==> src/pkg/scs_pkg.sv <==
// Package with register map, field positions and reset values for the system configuration bank.
package scs_pkg;
   // Register word addresses (address bit 0 is not decoded).
   localparam logic [15:0] SYSTEM_CONTROL_ADDR         = 16'h7018;
   localparam logic [15:0] SYSTEM_STATUS_ADDR          = 16'h701a;
   localparam logic [15:0] INTERRUPT_VECTOR_LATCH_ADDR = 16'h701e;
   // Control register fields.
   localparam int SOFT_RESET_HIGH_BIT_POS   = 15;
   localparam int SOFT_RESET_LOW_BIT_POS    = 14;
   localparam int CLOCK_OUT_SELECT_HIGH_POS = 7;
   localparam int CLOCK_OUT_SELECT_LOW_POS  = 6;
   // Status register fields.
   localparam int POWER_ON_RESET_FLAG_POS      = 15;
   localparam int BAD_ADDRESS_RESET_FLAG_POS   = 12;
   localparam int SOFT_RESET_FLAG_POS          = 10;
   localparam int WATCHDOG_RESET_FLAG_POS      = 9;
   localparam int PROTECT_OVERRIDE_FLAG_POS    = 5;
   localparam int ANALOG_SUPPLY_FAULT_FLAG_POS = 3;
   localparam int VECTOR_READ_PENDING_POS      = 0;
   // Reset values.
   localparam logic [1:0] SOFT_RESET_BITS_RESET  = 2'h1;
   localparam logic [1:0] CLOCK_OUT_SELECT_POR   = 2'h3;
   localparam logic       ANALOG_FAULT_RESET     = 1'h1;
   // Cause flags after power-up, ordered power-on, bad address, software, watchdog.
   localparam logic [3:0] CAUSE_FLAGS_POR        = 4'h8;
   // Value returned in reserved bit positions.
   localparam logic [15:0] RESERVED_READ_VALUE   = 16'h0000;
   // Clock output source codes.
   typedef enum logic [1:0] {
      SCS_CLKO_DIGITAL_IO = 2'h0,
      SCS_CLKO_WATCHDOG   = 2'h1,
      SCS_CLKO_SYSTEM     = 2'h2,
      SCS_CLKO_CORE       = 2'h3
   } scs_clock_out_type;
endpackage : scs_pkg

==> src/rtl/scs_clock_out_mux.sv <==
// Clock output pin source selector.
`timescale 1ns/1ns
module scs_clock_out_mux (
   input  wire logic       i_clk,
   input  wire logic       i_reset,
   input  wire logic [1:0] i_select,
   input  wire logic       i_digital_io,
   input  wire logic       i_watchdog_clock,
   input  wire logic       i_system_clock,
   input  wire logic       i_core_clock,
   output logic            o_clock_output_pin
);
   logic out_d;
   logic out_q;

   // Select the pin source; the result is registered so the pin is glitch free.
   always_comb begin
      case (scs_pkg::scs_clock_out_type'(i_select))
         scs_pkg::SCS_CLKO_DIGITAL_IO: out_d = i_digital_io;
         scs_pkg::SCS_CLKO_WATCHDOG:   out_d = i_watchdog_clock;
         scs_pkg::SCS_CLKO_SYSTEM:     out_d = i_system_clock;
         scs_pkg::SCS_CLKO_CORE:       out_d = i_core_clock;
         default:                      out_d = i_digital_io;
      endcase
   end

   // Output register.
   always_ff @(posedge i_clk or posedge i_reset) begin
      if (i_reset) begin
         out_q <= 1'h0;
      end else begin
         out_q <= out_d;
      end
   end

   assign o_clock_output_pin = out_q;

   property p_mux_core;
      @(posedge i_clk) disable iff (i_reset)
      (i_select == 2'h3) |=> (o_clock_output_pin == $past(i_core_clock));
   endproperty
   a_mux_core: assert property (p_mux_core) else $error("clock out not core clock");
endmodule : scs_clock_out_mux

==> src/rtl/scs_protect_override.sv <==
// Protect-override flag tracking the flash programming voltage pin.
`timescale 1ns/1ns
module scs_protect_override (
   input  wire logic i_clk,
   input  wire logic i_reset,
   input  wire logic i_reset_pin_release,
   input  wire logic i_flash_program_voltage_pin,
   input  wire logic i_clear,
   output logic      o_protect_override_flag
);
   logic flag_d;
   logic flag_q;

   // Set on reset release with the pin high; cleared when the pin drops or software clears.
   // The set at reset release wins over a software clear in the same cycle.
   always_comb begin
      flag_d = flag_q;
      if (i_clear) begin
         flag_d = 1'h0;
      end
      if (!i_flash_program_voltage_pin) begin
         flag_d = 1'h0;
      end else if (i_reset_pin_release) begin
         flag_d = 1'h1;
      end
   end

   // Flag register.
   always_ff @(posedge i_clk or posedge i_reset) begin
      if (i_reset) begin
         flag_q <= 1'h0;
      end else begin
         flag_q <= flag_d;
      end
   end

   assign o_protect_override_flag = flag_q;

   property p_po_drop;
      @(posedge i_clk) disable iff (i_reset)
      !i_flash_program_voltage_pin |=> !o_protect_override_flag;
   endproperty
   a_po_drop: assert property (p_po_drop) else $error("override kept without voltage");
endmodule : scs_protect_override

==> src/rtl/scs_system_config.sv <==
// System configuration and status register bank on the peripheral bus.
// Function
// - Address bit 0 ignored; each register answers at even and odd address.
// - Reserved bits read undefined (zero here); writing them changes nothing.
// - Control write starts global reset unless bits 15,14 are 0,1.
// - Soft reset bits reset to 0,1; clock select kept, set by power-on.
// - Clock output source: I/O, watchdog clock, system clock, core clock.
// - Power-on reset from detector or pin sets status bit 15.
// - Unimplemented-address access causes reset and sets status bit 12.
// - Software reset through control bits sets status bit 10.
// - Watchdog overflow reset sets status bit 9.
// - Reset-cause bits readable, clear-only, kept through ordinary reset.
// - Protect override set at reset release with pin high, cleared otherwise.
// - Protect override enables flash programming and watchdog disable.
// - Status bit 3 shows analog supply fault, resets to 1.
// - Status bit 0 set on vector latch, cleared by vector read.
// - Vector register low byte holds offset, high byte reads zero.
`timescale 1ns/1ns
module scs_system_config (
   input  wire logic        i_clk,
   input  wire logic        i_reset,
   input  wire logic        i_power_on_reset,
   input  wire logic        i_low_voltage_detect,
   input  wire logic        i_bad_address,
   input  wire logic        i_watchdog_overflow,
   input  wire logic        i_reset_pin_release,
   input  wire logic        i_flash_program_voltage_pin,
   input  wire logic        i_analog_supply_ok,
   input  wire logic        i_vector_ack,
   input  wire logic [7:0]  i_vector_offset,
   input  wire logic        i_watchdog_disable_bit,
   input  wire logic        i_digital_io,
   input  wire logic        i_watchdog_clock,
   input  wire logic        i_system_clock,
   input  wire logic        i_core_clock,
   input  wire logic        i_bus_read,
   input  wire logic        i_bus_write,
   input  wire logic [15:0] i_bus_addr,
   input  wire logic [15:0] i_bus_wdata,
   output logic [15:0]      o_bus_rdata,
   output logic             o_bus_hit,
   output logic             o_global_reset,
   output logic             o_clock_output_pin,
   output logic             o_flash_program_enable,
   output logic             o_watchdog_disable
);
   ////////////////////////////////////////////////////////////////////////////////
   // Address decode.
   logic [14:0] word_addr;
   logic        sel_ctrl;
   logic        sel_stat;
   logic        sel_vec;

   // Decode ignores bit 0 so the odd neighbour reaches the same register.
   function automatic logic addr_match(input logic [14:0] a, input logic [15:0] reg_addr);
      addr_match = (a == reg_addr[15:1]);
   endfunction : addr_match

   assign word_addr = i_bus_addr[15:1];
   assign sel_ctrl  = addr_match(word_addr, scs_pkg::SYSTEM_CONTROL_ADDR);
   assign sel_stat  = addr_match(word_addr, scs_pkg::SYSTEM_STATUS_ADDR);
   assign sel_vec   = addr_match(word_addr, scs_pkg::INTERRUPT_VECTOR_LATCH_ADDR);
   assign o_bus_hit = sel_ctrl | sel_stat | sel_vec;

   ////////////////////////////////////////////////////////////////////////////////
   // Control register.
   logic [1:0] soft_reset_d;
   logic [1:0] soft_reset_q;
   logic [1:0] clock_sel_d;
   logic [1:0] clock_sel_q;
   logic       wr_ctrl;
   logic       soft_reset_trigger;
   logic       any_reset_q;
   logic       any_reset_d;

   assign wr_ctrl = i_bus_write & sel_ctrl;
   // Only the 0,1 pattern is harmless; both bits are taken from one write.
   assign soft_reset_trigger = wr_ctrl &
      !(!i_bus_wdata[scs_pkg::SOFT_RESET_HIGH_BIT_POS] & i_bus_wdata[scs_pkg::SOFT_RESET_LOW_BIT_POS]);

   // Soft reset bits return to their idle pattern whenever the chip resets.
   always_comb begin
      soft_reset_d = soft_reset_q;
      if (wr_ctrl) begin
         soft_reset_d = {i_bus_wdata[scs_pkg::SOFT_RESET_HIGH_BIT_POS],
                         i_bus_wdata[scs_pkg::SOFT_RESET_LOW_BIT_POS]};
      end
      if (any_reset_q) begin
         soft_reset_d = scs_pkg::SOFT_RESET_BITS_RESET;
      end
   end

   // Clock select only reacts to writes; power-on is the asynchronous reset.
   always_comb begin
      clock_sel_d = clock_sel_q;
      if (wr_ctrl) begin
         clock_sel_d = {i_bus_wdata[scs_pkg::CLOCK_OUT_SELECT_HIGH_POS],
                        i_bus_wdata[scs_pkg::CLOCK_OUT_SELECT_LOW_POS]};
      end
   end

   // The global reset pulse is registered so it never loops back combinationally.
   assign any_reset_d = soft_reset_trigger | i_bad_address | i_watchdog_overflow;

   // i_reset is power-on reset; ordinary resets are o_global_reset and only return the soft reset bits to 0,1.
   always_ff @(posedge i_clk or posedge i_reset) begin
      if (i_reset) begin
         soft_reset_q <= scs_pkg::SOFT_RESET_BITS_RESET;
         clock_sel_q  <= scs_pkg::CLOCK_OUT_SELECT_POR;
         any_reset_q  <= 1'h0;
      end else begin
         soft_reset_q <= soft_reset_d;
         clock_sel_q  <= clock_sel_d;
         any_reset_q  <= any_reset_d;
      end
   end

   assign o_global_reset = any_reset_q;

   ////////////////////////////////////////////////////////////////////////////////
   // Reset cause flags: bit order power-on, bad address, software, watchdog.
   logic [3:0] cause_d;
   logic [3:0] cause_q;
   logic [3:0] cause_set;
   logic [3:0] cause_clr;
   logic       wr_stat;

   assign wr_stat   = i_bus_write & sel_stat;
   assign cause_set = {i_power_on_reset | i_low_voltage_detect,
                       i_bad_address,
                       soft_reset_trigger,
                       i_watchdog_overflow};
   assign cause_clr = wr_stat ? {i_bus_wdata[scs_pkg::POWER_ON_RESET_FLAG_POS],
                                 i_bus_wdata[scs_pkg::BAD_ADDRESS_RESET_FLAG_POS],
                                 i_bus_wdata[scs_pkg::SOFT_RESET_FLAG_POS],
                                 i_bus_wdata[scs_pkg::WATCHDOG_RESET_FLAG_POS]} : 4'h0;

   // Write one clears; a simultaneous hardware event wins so no cause is lost.
   always_comb begin
      cause_d = (cause_q & ~cause_clr) | cause_set;
   end

   // Power-up is itself a power-on reset, so it leaves only the power-on cause standing.
   always_ff @(posedge i_clk or posedge i_reset) begin
      if (i_reset) begin
         cause_q <= scs_pkg::CAUSE_FLAGS_POR;
      end else begin
         cause_q <= cause_d;
      end
   end

   ////////////////////////////////////////////////////////////////////////////////
   // Protect override, analog fault and vector latch.
   logic       protect_override;
   logic       analog_fault_q;
   logic       analog_fault_d;
   logic [7:0] vector_d;
   logic [7:0] vector_q;
   logic       vec_pending_d;
   logic       vec_pending_q;
   logic       rd_vec;

   scs_protect_override u_protect (
      .i_clk                       (i_clk),
      .i_reset                     (i_reset),
      .i_reset_pin_release         (i_reset_pin_release),
      .i_flash_program_voltage_pin (i_flash_program_voltage_pin),
      .i_clear                     (wr_stat & i_bus_wdata[scs_pkg::PROTECT_OVERRIDE_FLAG_POS]),
      .o_protect_override_flag     (protect_override)
   );

   assign o_flash_program_enable = protect_override;
   assign o_watchdog_disable     = protect_override & i_watchdog_disable_bit;

   assign rd_vec = i_bus_read & sel_vec;

   // Pending flag: a new latch in the same cycle as a read keeps the flag set.
   always_comb begin
      analog_fault_d = !i_analog_supply_ok;
      vector_d       = i_vector_ack ? i_vector_offset : vector_q;
      vec_pending_d  = vec_pending_q;
      if (rd_vec) begin
         vec_pending_d = 1'h0;
      end
      if (i_vector_ack) begin
         vec_pending_d = 1'h1;
      end
   end

   // Status and vector registers.
   always_ff @(posedge i_clk or posedge i_reset) begin
      if (i_reset) begin
         analog_fault_q <= scs_pkg::ANALOG_FAULT_RESET;
         vector_q       <= 8'h00;
         vec_pending_q  <= 1'h0;
      end else begin
         analog_fault_q <= analog_fault_d;
         vector_q       <= vector_d;
         vec_pending_q  <= vec_pending_d;
      end
   end

   ////////////////////////////////////////////////////////////////////////////////
   // Clock output selection.
   scs_clock_out_mux u_clock_out (
      .i_clk              (i_clk),
      .i_reset            (i_reset),
      .i_select           (clock_sel_q),
      .i_digital_io       (i_digital_io),
      .i_watchdog_clock   (i_watchdog_clock),
      .i_system_clock     (i_system_clock),
      .i_core_clock       (i_core_clock),
      .o_clock_output_pin (o_clock_output_pin)
   );

   ////////////////////////////////////////////////////////////////////////////////
   // Read data; reserved positions return a fixed pattern.
   logic [15:0] rdata_d;
   logic [15:0] rdata_q;

   always_comb begin
      rdata_d = scs_pkg::RESERVED_READ_VALUE;
      if (i_bus_read && sel_ctrl) begin
         rdata_d[scs_pkg::SOFT_RESET_HIGH_BIT_POS]   = soft_reset_q[1];
         rdata_d[scs_pkg::SOFT_RESET_LOW_BIT_POS]    = soft_reset_q[0];
         rdata_d[scs_pkg::CLOCK_OUT_SELECT_HIGH_POS] = clock_sel_q[1];
         rdata_d[scs_pkg::CLOCK_OUT_SELECT_LOW_POS]  = clock_sel_q[0];
      end else if (i_bus_read && sel_stat) begin
         rdata_d[scs_pkg::POWER_ON_RESET_FLAG_POS]      = cause_q[3];
         rdata_d[scs_pkg::BAD_ADDRESS_RESET_FLAG_POS]   = cause_q[2];
         rdata_d[scs_pkg::SOFT_RESET_FLAG_POS]          = cause_q[1];
         rdata_d[scs_pkg::WATCHDOG_RESET_FLAG_POS]      = cause_q[0];
         rdata_d[scs_pkg::PROTECT_OVERRIDE_FLAG_POS]    = protect_override;
         rdata_d[scs_pkg::ANALOG_SUPPLY_FAULT_FLAG_POS] = analog_fault_q;
         rdata_d[scs_pkg::VECTOR_READ_PENDING_POS]      = vec_pending_q;
      end else if (i_bus_read && sel_vec) begin
         rdata_d = {8'h00, vector_q};
      end
   end

   // Read data register; holds zero outside read cycles.
   always_ff @(posedge i_clk or posedge i_reset) begin
      if (i_reset) begin
         rdata_q <= 16'h0000;
      end else begin
         rdata_q <= rdata_d;
      end
   end

   assign o_bus_rdata = rdata_q;

   ////////////////////////////////////////////////////////////////////////////////
   // Assertions.
   property p_odd_alias;
      @(posedge i_clk) disable iff (i_reset)
      (i_bus_addr == 16'h701f) |-> sel_vec;
   endproperty
   a_odd_alias: assert property (p_odd_alias) else $error("odd address not aliased");

   property p_safe_pattern;
      @(posedge i_clk) disable iff (i_reset)
      (wr_ctrl && i_bus_wdata[15:14] == 2'h1 && !i_bad_address && !i_watchdog_overflow) |=> !o_global_reset;
   endproperty
   a_safe_pattern: assert property (p_safe_pattern) else $error("reset on harmless pattern");

   property p_reset_pattern;
      @(posedge i_clk) disable iff (i_reset)
      (wr_ctrl && i_bus_wdata[15:14] != 2'h1) |=> (o_global_reset && cause_q[1]);
   endproperty
   a_reset_pattern: assert property (p_reset_pattern) else $error("software reset missed");

   property p_por_flag;
      @(posedge i_clk) disable iff (i_reset)
      i_power_on_reset |=> cause_q[3];
   endproperty
   a_por_flag: assert property (p_por_flag) else $error("power-on flag not set");

   property p_bad_addr;
      @(posedge i_clk) disable iff (i_reset)
      i_bad_address |=> (cause_q[2] && o_global_reset);
   endproperty
   a_bad_addr: assert property (p_bad_addr) else $error("bad address not recorded");

   property p_wd_flag;
      @(posedge i_clk) disable iff (i_reset)
      i_watchdog_overflow |=> cause_q[0];
   endproperty
   a_wd_flag: assert property (p_wd_flag) else $error("watchdog flag not set");

   property p_cause_hold;
      @(posedge i_clk) disable iff (i_reset)
      (!wr_stat && cause_set == 4'h0) |=> (cause_q == $past(cause_q));
   endproperty
   a_cause_hold: assert property (p_cause_hold) else $error("cause flags changed unasked");

   property p_clksel_kept;
      @(posedge i_clk) disable iff (i_reset)
      (!wr_ctrl && o_global_reset) |=> (clock_sel_q == $past(clock_sel_q));
   endproperty
   a_clksel_kept: assert property (p_clksel_kept) else $error("clock select lost on reset");

   property p_vec_pending;
      @(posedge i_clk) disable iff (i_reset)
      i_vector_ack |=> (vec_pending_q && vector_q == $past(i_vector_offset));
   endproperty
   a_vec_pending: assert property (p_vec_pending) else $error("vector not latched");

   property p_vec_read;
      @(posedge i_clk) disable iff (i_reset)
      (rd_vec && !i_vector_ack) |=> (!vec_pending_q && o_bus_rdata[15:8] == 8'h00);
   endproperty
   a_vec_read: assert property (p_vec_read) else $error("vector read did not clear");

   property p_analog;
      @(posedge i_clk) disable iff (i_reset)
      !i_analog_supply_ok |=> analog_fault_q;
   endproperty
   a_analog: assert property (p_analog) else $error("analog fault not shown");

   property p_wd_disable;
      @(posedge i_clk) disable iff (i_reset)
      !protect_override |-> !o_watchdog_disable;
   endproperty
   a_wd_disable: assert property (p_wd_disable) else $error("watchdog disable without override");
endmodule : scs_system_config

==> config.mk <==
export PLATFORM = sky130hd
export DESIGN_NAME = scs_system_config
export DESIGN_NICKNAME = d
export VERILOG_FILES = /design/src/pkg/scs_pkg.sv /design/src/rtl/scs_clock_out_mux.sv /design/src/rtl/scs_protect_override.sv /design/src/rtl/scs_system_config.sv
export SDC_FILE = /design/constraint.sdc
export NUM_CORES = 1
export LEC_CHECK = 0
export ABC_AREA = 0
export BUFFER_PORTS_ARGS = -buffer_cell sky130_fd_sc_hd__buf_2
export CORE_AREA = 3 3 57 69
export DETAILED_ROUTE_END_ITERATION = 8
export DIE_AREA = 0 0 60 72
export PLACE_DENSITY = 0.76
export SETUP_SLACK_MARGIN = 0.4
export SLEW_MARGIN = 25
export SYNTH_ARGS = -nofsm -noshare
export SYNTH_HDL_FRONTEND = slang
export SYNTH_SLANG_ARGS = --single-unit
==> constraint.sdc <==
create_clock -name i_clk -period 2.82 [get_ports i_clk]
set_clock_uncertainty 0.05 [all_clocks]
set_input_delay 0.705 -clock i_clk [delete_from_list [all_inputs] [get_ports i_clk]]
set_output_delay 0.705 -clock i_clk [all_outputs]
set_load 0.01 [all_outputs]
# Word level (Yosys, flattened, before mapping)
# Cells that the tools add are included.
# W data, S select, Z words.
dict set report word_totals {
  register_bits 37
  input_bits 57
  elab_cells 66
  output_inout_bits 21
}
dict set report op_classes {
  n_reduce_logical 9
  n_mux 25
  n_eq_ne 7
  bitwise 15
}
# op count
set ops {}
lappend ops {{$eq A15 B14 Y1 const B} 3}
lappend ops {{$mux W2} 7}
lappend ops {{$mux W1} 12}
lappend ops {{$mux W6} 2}
lappend ops {{$mux W8} 1}
lappend ops {{$and A1 B1 Y1} 7}
lappend ops {{$or A1 B1 Y1} 5}
lappend ops {{$and A4 B4 Y4} 1}
lappend ops {{$eq A2 B2 Y1 const B} 2}
lappend ops {{$mux W4} 1}
lappend ops {{$not A4 Y4} 1}
lappend ops {{$or A4 B4 Y4} 1}
lappend ops {{$pmux W1 S4} 1}
lappend ops {{$reduce_bool A2 Y1} 2}
lappend ops {{$logic_and A1 B1 Y1} 3}
lappend ops {{$logic_not A1 Y1} 3}
lappend ops {{$mux W3} 1}
lappend ops {{$ne A3 B2 Y1 const B} 1}
lappend ops {{$eq A2 B1 Y1 const B} 1}
lappend ops {{$logic_not A2 Y1} 1}

# Longest topological paths before layout
# Gate-level depths: netlist (run 1).
dict set report depth {
  depth_word 6
  depth_mapped 4
  ltp_nobuf 4
}

# Cells and area by module
# A second synthesis (run 1) with hierarchy kept.
dict set report unflattened {
  hier_cells 136
  hier_area_um2 1621.6
}
# mod seq_area_each_um2 area_per_inst_um2 cells_each instances
set modules_own_cells {}
lappend modules_own_cells {scs_system_config 807.0 1520.2 129 1}
lappend modules_own_cells {scs_clock_out_mux 25.0 51.3 3 1}
lappend modules_own_cells {scs_protect_override 25.0 50.0 4 1}

# Worst setup path before layout (run 1)
# Ideal clock, no wire load.
dict set report synth_timing {
  kind {input to output}
  from {input port i_bus_addr[10]}
  to {output port o_bus_hit}
  n_path_buf 0
  setup_slack_ps 55
  path_stages 3
  t_required_ps 2065
  t_arrival_ps 2010
  cell_sequence {or4b_4 > nor4_2 > a21boi_0}
}
dict set report synth_between {
  elab_chain_len 3
  word_cells_on_any_way 5
  cone_classes {eq/ne (3); bitwise (2)}
}
# element line
set synth_rtl {}
lappend synth_rtl {{start: declaration} scs_system_config.sv:38} ;# input wire logic [15:0] i_bus_addr,
lappend synth_rtl {{$eq A15 B14 Y1} scs_system_config.sv:56} ;# addr_match = (a == reg_addr[15:1]);
lappend synth_rtl {{$or A1 B1 Y1} scs_system_config.sv:63} ;# assign o_bus_hit = sel_ctrl | sel_stat | sel_vec;
lappend synth_rtl {{$or A1 B1 Y1 *} scs_system_config.sv:63}
lappend synth_rtl {{end: declaration} scs_system_config.sv:41} ;# output logic o_bus_hit,
# Every way passes the cells marked *; elsewhere a longest branch is shown, timed or not.

# Worst setup path after layout (run 1)
dict set report layout_timing {
  from {input port i_bus_addr[15]}
  to {output port o_bus_hit}
}
# Same word-level chain as after synthesis.

==> results.py, run 1 <==
metrics = {
    "status": {
        "status": "completed",
    },
    "drt": {
        "ant_nets": 0,
        "wl_mm": 3.252,
        "drc": 0,
        "viasPerCell": 4.955,
        "wl_per_cell_um": 14.52,
        "drt_first_pass_iters": 4,
        "drt_iter0_drc": 14,
        "vias": 1110,
    },
    "sta": {
        "rsz0062_at_grt": "true",
        "finalSetupViolCount": 0,
        "worst_pin_slew_ps": 516.9,
        "setup_tns_ps": 0,
        "final-hold-violation-count": 0,
        "max_slew_margin_pct": 65.28,
        "drv_slew": 0,
        "fmax_ghz": 0.3637,
        "min_period_ps": 2749,
        "fin_crit_sh_pct": 97.50,
    },
    "worst_setup_path": {
        "setup.worst_path.class": "primary input to output pin",
        "required_ps": 2070,
        "crit_arrival_ps": 1990,
        "cp-start-kind": "primary input",
        "cp_max_fo": 2,
        "worstSetupEndpointType": "output pin",
        "rr_worst_depth": 1,
    },
    "finish": {
        "syn_to_final_growth_pct": 33.39,
        "antenna_cells": 0,
        "multi_input_area_um2": 560.5,
        "nets": 243,
        "drive_above_1_share_pct": 51.87,
        "regArea_um2": 857.1,
        "finalInstanceArea_um2": 1924,
        "fill_cells": 289,
    },
    "global_route": {
        "track_usage_pct": 16.78,
        "first_global_vias": 1185,
        "grt_pass1_wl_mm": 5.333,
        "antenna_found_initial": 0,
        "grt_start_max_net_pins": 35,
        "grt_overflow_total": 0,
    },
    "placed_design": {
        "placed_cell_area_um2": 1819,
        "port_buffers": 65,
        "dp_hpwl_mm": 2.565,
        "place.gp.congestion": 0.7720,
    },
    "die": {
        "die_x_um": 60,
        "core.rowCount": 23,
        "io_pins": 78,
        "chipHeight_um": 72,
        "start_util_pct": 43.22,
        "fp.dieArea_um2": 4320,
        "design.core.area_um2": 3338,
    },
    "pwr": {
        "ir_worst_vdd_mv": 0.3397,
        "power_density_nw_per_um2": 501.4,
        "p_leak_nw": 1.025,
    },
    "yosys": {
        "ys_ff_latch": 34,
        "synthCells": 114,
        "synth_mux_area_share_pct": 14.05,
        "yosys.area_share.simple_pct": 17.17,
        "synth_xor_area_share_pct": 0,
        "yosys_warnings": 0,
        "ys_top_cells_by_area": "dfrtp_1, dfstp_2, mux2_2, mux2i_1, nor2_1",
        "yosys.area.top_type": "dfrtp_1",
        "synth_cell_types": 32,
        "yosys.area.top_type_share_pct": 50.30,
        "synth_top_family_by_area": "simple AND/OR/NAND/NOR gates",
        "netlist_area_um2": 1443,
        "synth_compound_area_share_pct": 5.984,
        "synth-adder-area-share_pct": 0,
        "avgSynthCellArea_um2": 12.65,
        "yosysSeqAreaShare_pct": 59.41,
    },
    "cts": {
        "clockBufferDepth": 2,
        "h-tree-depth": 2,
        "cts_tree": "built",
        "cts_buffers": 5,
        "numClockSinks": 34,
        "clock_latency_ps": 280,
        "path_clk_slew_ps": 60,
        "root_buffer": "clkbuf_8",
    },
    "worst_hold_path": {
        "hold_path_class": "register to register",
        "holdPathStages": 1,
    },
    "job": {
        "drv_cap": 0,
    },
}
[layout by cell type, fill, tap and decap left out, types with 2 or more instances in the layout]
cell type   n
dfstp_2     5
nand2_1     3
nand3_1     6
a22oi_1     2
nor2_1     13
conb_1      3
mux2i_1     6
a21o_1      3
nor4_4      2
mux2_2      8
mux2_4      2
buf_2      64
and2_1      3
inv_1       4
dfrtp_1    29
o21ai_0     2
nand2b_1    2
and3_1      6
clkbuf_8    6
buf_4       3
[stage by stage]
stage	setup slack [ps]	total power, W	hold slack, ps	utilization (%)	std cells
after floorplan	231.6	0.0005675	390.8	-	116
after global placement	68.16	0.0006079	401.7	54.50	215
after detailed placement	39.43	0.0006132	410.4	54.50	215
after CTS	80.61	0.0009766	425.2	57.65	224
after global routing	75.89	0.001012	448.4	57.65	224
final	70.57	0.0009649	428.1	57.65	224
[cell families (layout without fill, tap and decap cells)]
| logic type | Yosys count | in the layout |
|---|---|---|
| compound gates | 12 | 12 |
| mux | 17 | 17 |
| buf+inv | 9 | 80 |
| flops | 34 | 34 |
| simple gates | 41 | 41 |
| other cells | 1 | 3 |
[critical path: stages]
cell	delay, ps
buf_6	90
or4b_4	540
nor4_4	290
a21boi_2	220
buf_2	150
[sequential cells by signal, summed over array words and instances (netlist names)]
| signal | flops |
|---|---|
| vector_q | 8 |
| o_global_reset | 1 |
| o_bus_rdata | 13 |
| u_clock_out.o_clock_output_pin | 1 |
| u_protect.o_protect_override_flag | 1 |
| soft_reset_q | 2 |
| clock_sel_q | 2 |
| vec_pending_q | 1 |
| analog_fault_q | 1 |
| cause_q | 4 |
[routing by layer]
layer  GRT usage, %  vias to the layer above  share of wire, %
li1               -                      535                 -
met1          18.39                      523                36
met2          29.69                       48                55
met3          4.804                        4               7.6
met4          6.650                        0               1.4
met5              0                        -                 0
[final timing paths]
check | startpoint | endpoint | slack, ps
max | i_bus_addr[15] | o_bus_hit | 70
min | cause_q[2] | cause_q[2] | 430
max reg2reg | clock_sel_q[0] | u_clock_out.o_clock_output_pin | 1540
min reg2reg | cause_q[2] | cause_q[2] | 430
max in group asynchronous | i_reset | analog_fault_q | 1930
min in group asynchronous | i_reset | o_bus_rdata[14] | 450
[cells in the mapped netlist]
master / number
a211o_1: 1
a21boi_0: 1
a21o_1: 3
a21oi_1: 1
a22oi_1: 2
a311oi_1: 1
a41oi_1: 1
and2_1: 3
and3_1: 6
buf_4: 3
clkbuf_1: 2
conb_1: 1
dfrtp_1: 29
dfstp_2: 5
inv_1: 4
mux2_2: 8
mux2_4: 2
mux2i_1: 6
mux4_2: 1
nand2_1: 3
nand2_4: 1
nand2b_1: 2
nand3_1: 6
nand3b_1: 1
nor2_1: 13
nor2b_1: 1
nor3_1: 1
nor4_2: 1
nor4_4: 1
o21ai_0: 2
or4_4: 1
or4b_4: 1
[area by class of cell]
class,instances,share of cell area [%]
multi-input combinational,73,29.13
inverter,4,0.7802
clock inverter,1,0.2601
timing repair buffer,68,18.40
tap,37,2.406
clock buffer,7,4.486
sequential,34,44.54
[where the power goes]
group          leakage, nW  total (W)  internal, W  switching, W
clock network       0.0482   0.000360     0.000197      0.000164
logic                0.560  0.0000938    0.0000480     0.0000458
registers            0.416   0.000511     0.000503    0.00000736
[timing repair]
item | in CTS | in global routing
hold buffers | 0 | 0
buffers inserted | 1 | 0
gates resized for setup | 1 | 0
pin swaps | 2 | 0
endpoints found under the setup margin | 1 | 1
Note: power is estimated with default switching activity, not from simulation.
==> run 2, diff against run 1 <==
--- a/config.mk
+++ b/config.mk
@@ -7,10 +7,10 @@
 export LEC_CHECK = 0
 export ABC_AREA = 0
 export BUFFER_PORTS_ARGS = -buffer_cell sky130_fd_sc_hd__buf_2
-export CORE_AREA = 3 3 57 69
+export CORE_AREA = 3 3 55 67
 export DETAILED_ROUTE_END_ITERATION = 8
-export DIE_AREA = 0 0 60 72
-export PLACE_DENSITY = 0.76
+export DIE_AREA = 0 0 58 70
+export PLACE_DENSITY = 0.81
 export SETUP_SLACK_MARGIN = 0.4
 export SLEW_MARGIN = 25
 export SYNTH_ARGS = -nofsm -noshare
==> constraint.sdc (replaced) <==
create_clock -name i_clk -period 3.5 [get_ports i_clk]
set_clock_uncertainty 0.05 [all_clocks]
set_input_delay 0.875 -clock i_clk [delete_from_list [all_inputs] [get_ports i_clk]]
set_output_delay 0.875 -clock i_clk [all_outputs]
set_load 0.01 [all_outputs]
==> run 2 against run 1 <==
Routed wire length fell by 3.1%; setup slack improved by 390 ps; count of clock-buffer cells in the layout rose by 1; sequential power fell by 20%; critical path type unchanged.
==> results.py, run 2 (synthesis gave the netlist of run 1 again) <==
metrics = {
    "status": {
        "status": "completed",
    },
    "finish": {
        "stdcell_count": 223,
        "drive_above_1_share_pct": 51.34,
        "multi_input_area_um2": 560.5,
        "final_cell_mix": "buf_2, dfrtp_1, nor2_1",
        "fill_cells": 260,
        "mostFrequentLayoutCell": "buf_2",
        "regArea_um2": 857.1,
        "syn_to_final_growth_pct": 30.62,
        "antenna_cells": 0,
        "nets": 243,
        "largest_register_ffs": 13,
    },
    "sta": {
        "fin_crit_sh_pct": 86.93,
        "worst_pin_slew_ps": 510.5,
        "setup_slack_ps": 457.5,
        "finalSetupViolCount": 0,
        "fmax_ghz": 0.3287,
        "final-hold-violation-count": 0,
        "drv_slew": 0,
        "min_period_ps": 3043,
        "rsz0062_at_grt": "false",
        "setup_tns_ps": 0,
        "max_slew_margin_pct": 65.71,
    },
    "drt": {
        "wl_per_cell_um": 14.13,
        "wl_mm": 3.150,
        "drc": 0,
        "viasPerCell": 5.126,
        "drt_first_pass_iters": 4,
        "vias": 1143,
        "ant_nets": 0,
        "drt_iter0_drc": 22,
    },
    "global_route": {
        "antenna_found_initial": 0,
        "grt_start_max_net_pins": 35,
        "track_usage_pct": 16.05,
        "first_global_vias": 1166,
        "grt_pass1_wl_mm": 4.961,
        "grt_overflow_total": 0,
    },
    "cts": {
        "h-tree-depth": 2,
        "numClockSinks": 34,
        "clockBufferDepth": 2,
        "root_buffer": "clkbuf_4",
        "cts_tree": "built",
        "clock_latency_ps": 330,
        "cts_buffers": 5,
        "path_clk_slew_ps": 90,
        "hold_buffers": 0,
    },
    "die": {
        "start_util_pct": 46.79,
        "die_x_um": 58,
        "chipHeight_um": 70,
        "design.core.area_um2": 3083,
        "fp.dieArea_um2": 4060,
        "core.rowCount": 22,
        "io_pins": 78,
    },
    "placed_design": {
        "dp_hpwl_mm": 2.488,
        "placedCellCount": 214,
        "port_buffers": 65,
        "dp_slack_ps": 365.2,
        "place.gp.congestion": 0.7137,
    },
    "worst_setup_path": {
        "required_ps": 2570,
        "slowest_delay_ps": 550,
        "cp_slowest_cell": "or4b_4",
        "worstSetupEndpointType": "output pin",
        "cp-start-kind": "primary input",
        "setup.worst_path.class": "primary input to output pin",
        "crit_arrival_ps": 2120,
        "crit_chain": "buf_2 > or4b_4 > nor4_4 > a21boi_2 > buf_2",
        "cp_max_fo": 2,
        "cpMostUsedCell": "buf_2",
    },
    "pwr": {
        "power_density_nw_per_um2": 374.6,
        "p_leak_nw": 1.007,
        "ir_worst_vdd_mv": 0.2491,
    },
    "job": {
        "drv_cap": 0,
    },
    "worst_hold_path": {
        "hold_path_class": "register to register",
    },
}
==> run 2: changes by cell type in the layout (fill, tap and decap cells not counted) <==
| cell | before | now |
|---|---|---|
| buf_2 | 64 | 65 |
| clkbuf_8 | 6 | 1 |
| clkbuf_1 | 1 | 2 |
| clkinv_2 | 1 | 0 |
| clkbuf_4 | 0 | 5 |
| buf_6 | 1 | 0 |
==> run 2: per-layer routing <==
layer	part of all wire (%)	global-route usage, %	vias up	wire length [µm]
met5	0	0	-	0
met4	1.7	6.959	0	53
met3	8.4	5.730	5	265
met2	53	28.52	46	1673
met1	37	16.41	554	1158
li1	-	-	538	-
==> run 2: area by class of cell <==
type / count / share of cell area (%)
clock buffers: 8 / 3.121
repair buffers: 68 / 18.46
inverters: 4 / 0.7968
flip-flops and latches: 34 / 45.48
well taps: 36 / 2.390
multi-input cells: 73 / 29.75
==> run 2: what timing repair did <==
| action | 4_1_cts | 5_1_grt |
|---|---|---|
| endpoints found under the setup margin | 1 | 1 |
| pin swaps | 1 | 2 |
| cloned | 0 | 0 |
| resized for setup | 2 | 0 |
| endpoints found under the hold margin | 0 | 0 |
| buffers inserted | 0 | 1 |
==> run 2: per-stage QoR <==
stage          hold WS [ps]  utilization, %  area (µm²)  total power, W
6_report              428.9           61.12        1884       0.0007059
2_1_floorplan         390.8               -        1450       0.0004564
3_5_place_dp          406.2           58.56        1805       0.0004937
3_3_place_gp          401.8           58.56        1805       0.0004888
5_1_grt               438.2           61.12        1884       0.0007392
4_1_cts               427.5           60.88        1877       0.0007167
==> run 2: worst paths after layout <==
path / start / to / slack (ps) / depth (start not counted)
setup / recovery: i_bus_addr[15] / o_bus_hit / 460 / 5
hold / removal: cause_q[0] / cause_q[0] / 430 / 1
setup reg to reg: clock_sel_q[0] / u_clock_out.o_clock_output_pin / 2280 / 1
hold reg to reg: cause_q[0] / cause_q[0] / 430 / 1
max in group asynchronous: i_reset / clock_sel_q[0] / 2490 / 3
min in group asynchronous: i_reset / vector_q[4] / 570 / 3
==> run 2: power breakdown <==
| part | switching (W) | leakage, nW | internal, W |
|---|---|---|---|
| Combinational | 0.0000369 | 0.558 | 0.0000380 |
| Clock | 0.000120 | 0.0326 | 0.0000991 |
| Sequential | 0.00000638 | 0.416 | 0.000405 |
==> run 2: critical path: cells and delay by family <==
kind | cells | cell delay (ps)
and+or+nand+nor | 2 | 820
buffers and inverters | 2 | 240
AOI/OAI and AO/OA | 1 | 190
==> run 3, diff against run 2 <==
--- a/config.mk
+++ b/config.mk
@@ -7,12 +7,13 @@
 export LEC_CHECK = 0
 export ABC_AREA = 0
 export BUFFER_PORTS_ARGS = -buffer_cell sky130_fd_sc_hd__buf_2
-export CORE_AREA = 3 3 55 67
+export CORE_AREA = 3 3 57 70
 export DETAILED_ROUTE_END_ITERATION = 8
-export DIE_AREA = 0 0 58 70
+export DIE_AREA = 0 0 60 73
 export PLACE_DENSITY = 0.81
 export SETUP_SLACK_MARGIN = 0.4
 export SLEW_MARGIN = 25
 export SYNTH_ARGS = -nofsm -noshare
 export SYNTH_HDL_FRONTEND = slang
+export SYNTH_HIERARCHICAL = 1
 export SYNTH_SLANG_ARGS = --single-unit
==> run 3 against run 2 <==
Count of clock-buffer cells in the layout fell by 2; routed wire length increased by 3.5%; area after synthesis rose by 12%; combinational power is 15% higher; total power increased by 34%; flip-flop and latch count unchanged; via count is 9.4% higher; first-iteration DRC count shrank 4.5%; sequential share of layout area is 5.3 points lower; largest cell class unchanged.
==> results.py, run 3 <==
metrics = {
    "finish": {
        "fill_cells": 286,
        "largest_register_ffs": 13,
        "syn_to_final_growth_pct": 31.48,
        "drive_above_1_share_pct": 50.97,
        "mostFrequentLayoutCell": "buf_2",
        "stdcell_count": 243,
        "nets": 262,
        "final_cell_mix": "buf_2, dfrtp_1, inv_1",
        "finalInstanceArea_um2": 2132,
        "antenna_cells": 0,
    },
    "sta": {
        "rsz0062_at_grt": "false",
        "setup_slack_ps": 492.6,
        "finalSetupViolCount": 0,
        "max_slew_margin_pct": 56.51,
        "fmax_ghz": 0.3325,
        "fin_crit_sh_pct": 85.92,
        "min_period_ps": 3007,
        "drv_slew": 0,
        "worst_pin_slew_ps": 646.4,
        "final-hold-violation-count": 0,
        "setup_tns_ps": 0,
    },
    "cts": {
        "clockBufferDepth": 2,
        "hold_buffers": 0,
        "cts_buffers": 5,
        "path_clk_slew_ps": 70,
        "numClockSinks": 34,
        "h-tree-depth": 2,
        "root_buffer": "clkbuf_8",
        "cts_tree": "built",
        "clock_latency_ps": 290,
    },
    "yosys": {
        "synthArstFlopShare_pct": 100.0,
        "ys_top_cells_by_area": "dfrtp_1, dfstp_2, mux2i_1, nor3_2, mux2_2",
        "synth_compound_area_share_pct": 5.247,
        "ys.flop_type": "dfrtp_1",
        "yosys.area_share.simple_pct": 24.85,
        "yosys.area.top_type": "dfrtp_1",
        "synth_edf_count": 0,
        "avgSynthCellArea_um2": 11.92,
        "synthCells": 136,
        "synth_mux_area_share_pct": 11.03,
        "synth_cell_types": 42,
        "yosys_warnings": 6,
        "netlist_area_um2": 1622,
        "ys_ff_latch": 34,
        "yosysSeqAreaShare_pct": 52.85,
        "yosys.area.top_type_share_pct": 44.75,
        "synth_top_family_by_area": "simple AND/OR/NAND/NOR gates",
        "synth_top_cells_by_count": "dfrtp_1, inv_1, nand2_1",
        "synth-adder-area-share_pct": 0,
        "synth_most_common_cell": "dfrtp_1",
        "synth_xor_area_share_pct": 0,
    },
    "drt": {
        "wl_mm": 3.261,
        "wl_per_cell_um": 13.42,
        "vias": 1251,
        "drc": 0,
        "drt_first_pass_iters": 2,
        "drt_iter0_drc": 21,
        "ant_nets": 0,
        "viasPerCell": 5.148,
    },
    "status": {
        "status": "completed",
    },
    "pwr": {
        "power_density_nw_per_um2": 442.1,
        "totalPowerFinal_w": 0.0009425,
        "ir_worst_vdd_mv": 0.3884,
        "p_leak_nw": 1.043,
    },
    "global_route": {
        "grt_busiest_layer": "met2",
        "antenna_found_initial": 0,
        "grt_start_max_net_pins": 19,
        "gr-usage-met2_pct": 26.92,
        "grt_overflow_total": 0,
        "grt_pass1_wl_mm": 5.161,
        "track_usage_pct": 16.37,
        "grt_util_met1_pct": 17.95,
        "use_met3_pct": 6.018,
        "first_global_vias": 1230,
    },
    "worst_setup_path": {
        "regToRegSetupSlack_ps": 2270,
        "required_ps": 2570,
        "worstSetupEndpointType": "output pin",
        "rr_worst_depth": 1,
        "crit_arrival_ps": 2080,
        "crit_start": "i_bus_addr[6]",
        "r2r-end": "u_clock_out/o_clock_output_pin",
        "cp_max_fo": 5,
        "r2r-start": "clock_sel_q[0]",
        "setup.worst_path.class": "primary input to output pin",
        "cp-start-kind": "primary input",
    },
    "placed_design": {
        "port_buffers": 65,
        "dp_slack_ps": 377.4,
        "placed_cell_area_um2": 1964,
        "dp_hpwl_mm": 2.539,
        "place.gp.congestion": 0.7182,
        "placedCellCount": 234,
    },
    "worst_hold_path": {
        "hold_path_class": "primary input to asynchronous set/reset pin",
    },
    "die": {
        "core.rowCount": 23,
        "fp.dieArea_um2": 4380,
        "die_x_um": 60,
        "io_pins": 78,
        "design.core.area_um2": 3338,
        "chipHeight_um": 73,
        "start_util_pct": 48.58,
    },
    "job": {
        "drv_cap": 0,
    },
}
==> run 3: cell count changes after synthesis, moves of 3 or more <==
cell / before / now
inv_1: 4 / 13
and3_1: 6 / 0
nor2_1: 13 / 7
nor3_2: 0 / 7
mux2_2: 8 / 5
nand3_1: 6 / 2
nand2_1: 3 / 8
nor3_1: 1 / 4
a31oi_1: 0 / 3
nor4_1: 0 / 3
==> run 3: timing repair <==
action / in CTS / in global routing
setup buffers: 0 / 1
pin swaps: 0 / 1
resized for setup: 1 / 1
endpoints found under the setup margin: 1 / 1
==> run 3: worst max-delay path: stages <==
cell       delay [ps]
buf_2              90
nand4bb_4         240
or3b_2            510
a2111oi_4         180
buf_2             180
==> run 3: through the flow <==
step | hold WS, ps | util, %
floorplan | 399.1 | -
global placement | 410.5 | 58.85
detailed placement | 419.6 | 58.85
CTS | 368.3 | 63.27
global route | 377.6 | 63.87
finish | 374.7 | 63.87
==> run 3: kinds of logic after synthesis <==
kind of cell           Yosys count
AOI/OAI and AO/OA               13
buffers and inverters           20
DFF                             34
muxes                           15
other                            1
and+or+nand+nor                 53
==> run 3: layout make-up <==
cell class / instances / area (µm²) / area share, %
Timing Repair Buffer: 67 / 340.3 / 15.96
Clock inverter: 2 / 60.06 / 2.817
Sequential cell: 34 / 857.1 / 40.20
Tap cell: 37 / 46.29 / 2.171
Clock buffer: 6 / 82.58 / 3.873
Inverter: 13 / 48.80 / 2.289
Multi-Input combinational cell: 84 / 696.9 / 32.69
==> run 3: how the worst max path moves through the flow <==
stage	endpoint	slack [ps]
5_1_grt	o_bus_hit	410
3_5_place_dp	o_bus_hit	380
2_1_floorplan	o_bus_hit	490
3_3_place_gp	o_bus_hit	370
6_report	o_bus_hit	490
4_1_cts	o_bus_hit	420
==> run 3: where the power goes <==
group / total, W / internal [W] / switching, W
Sequential: 0.000411 / 0.000405 / 0.00000564
Combinational: 0.0000864 / 0.0000419 / 0.0000446
Clock: 0.000445 / 0.000304 / 0.000142
Total: 0.000943 / 0.000751 / 0.000192
==> run 3: per-layer routing <==
layer | vias to the layer above | wire [µm]
li1 | 608 | -
met1 | 585 | 1217
met2 | 48 | 1676
met3 | 10 | 270
met4 | 0 | 95
met5 | - | 0
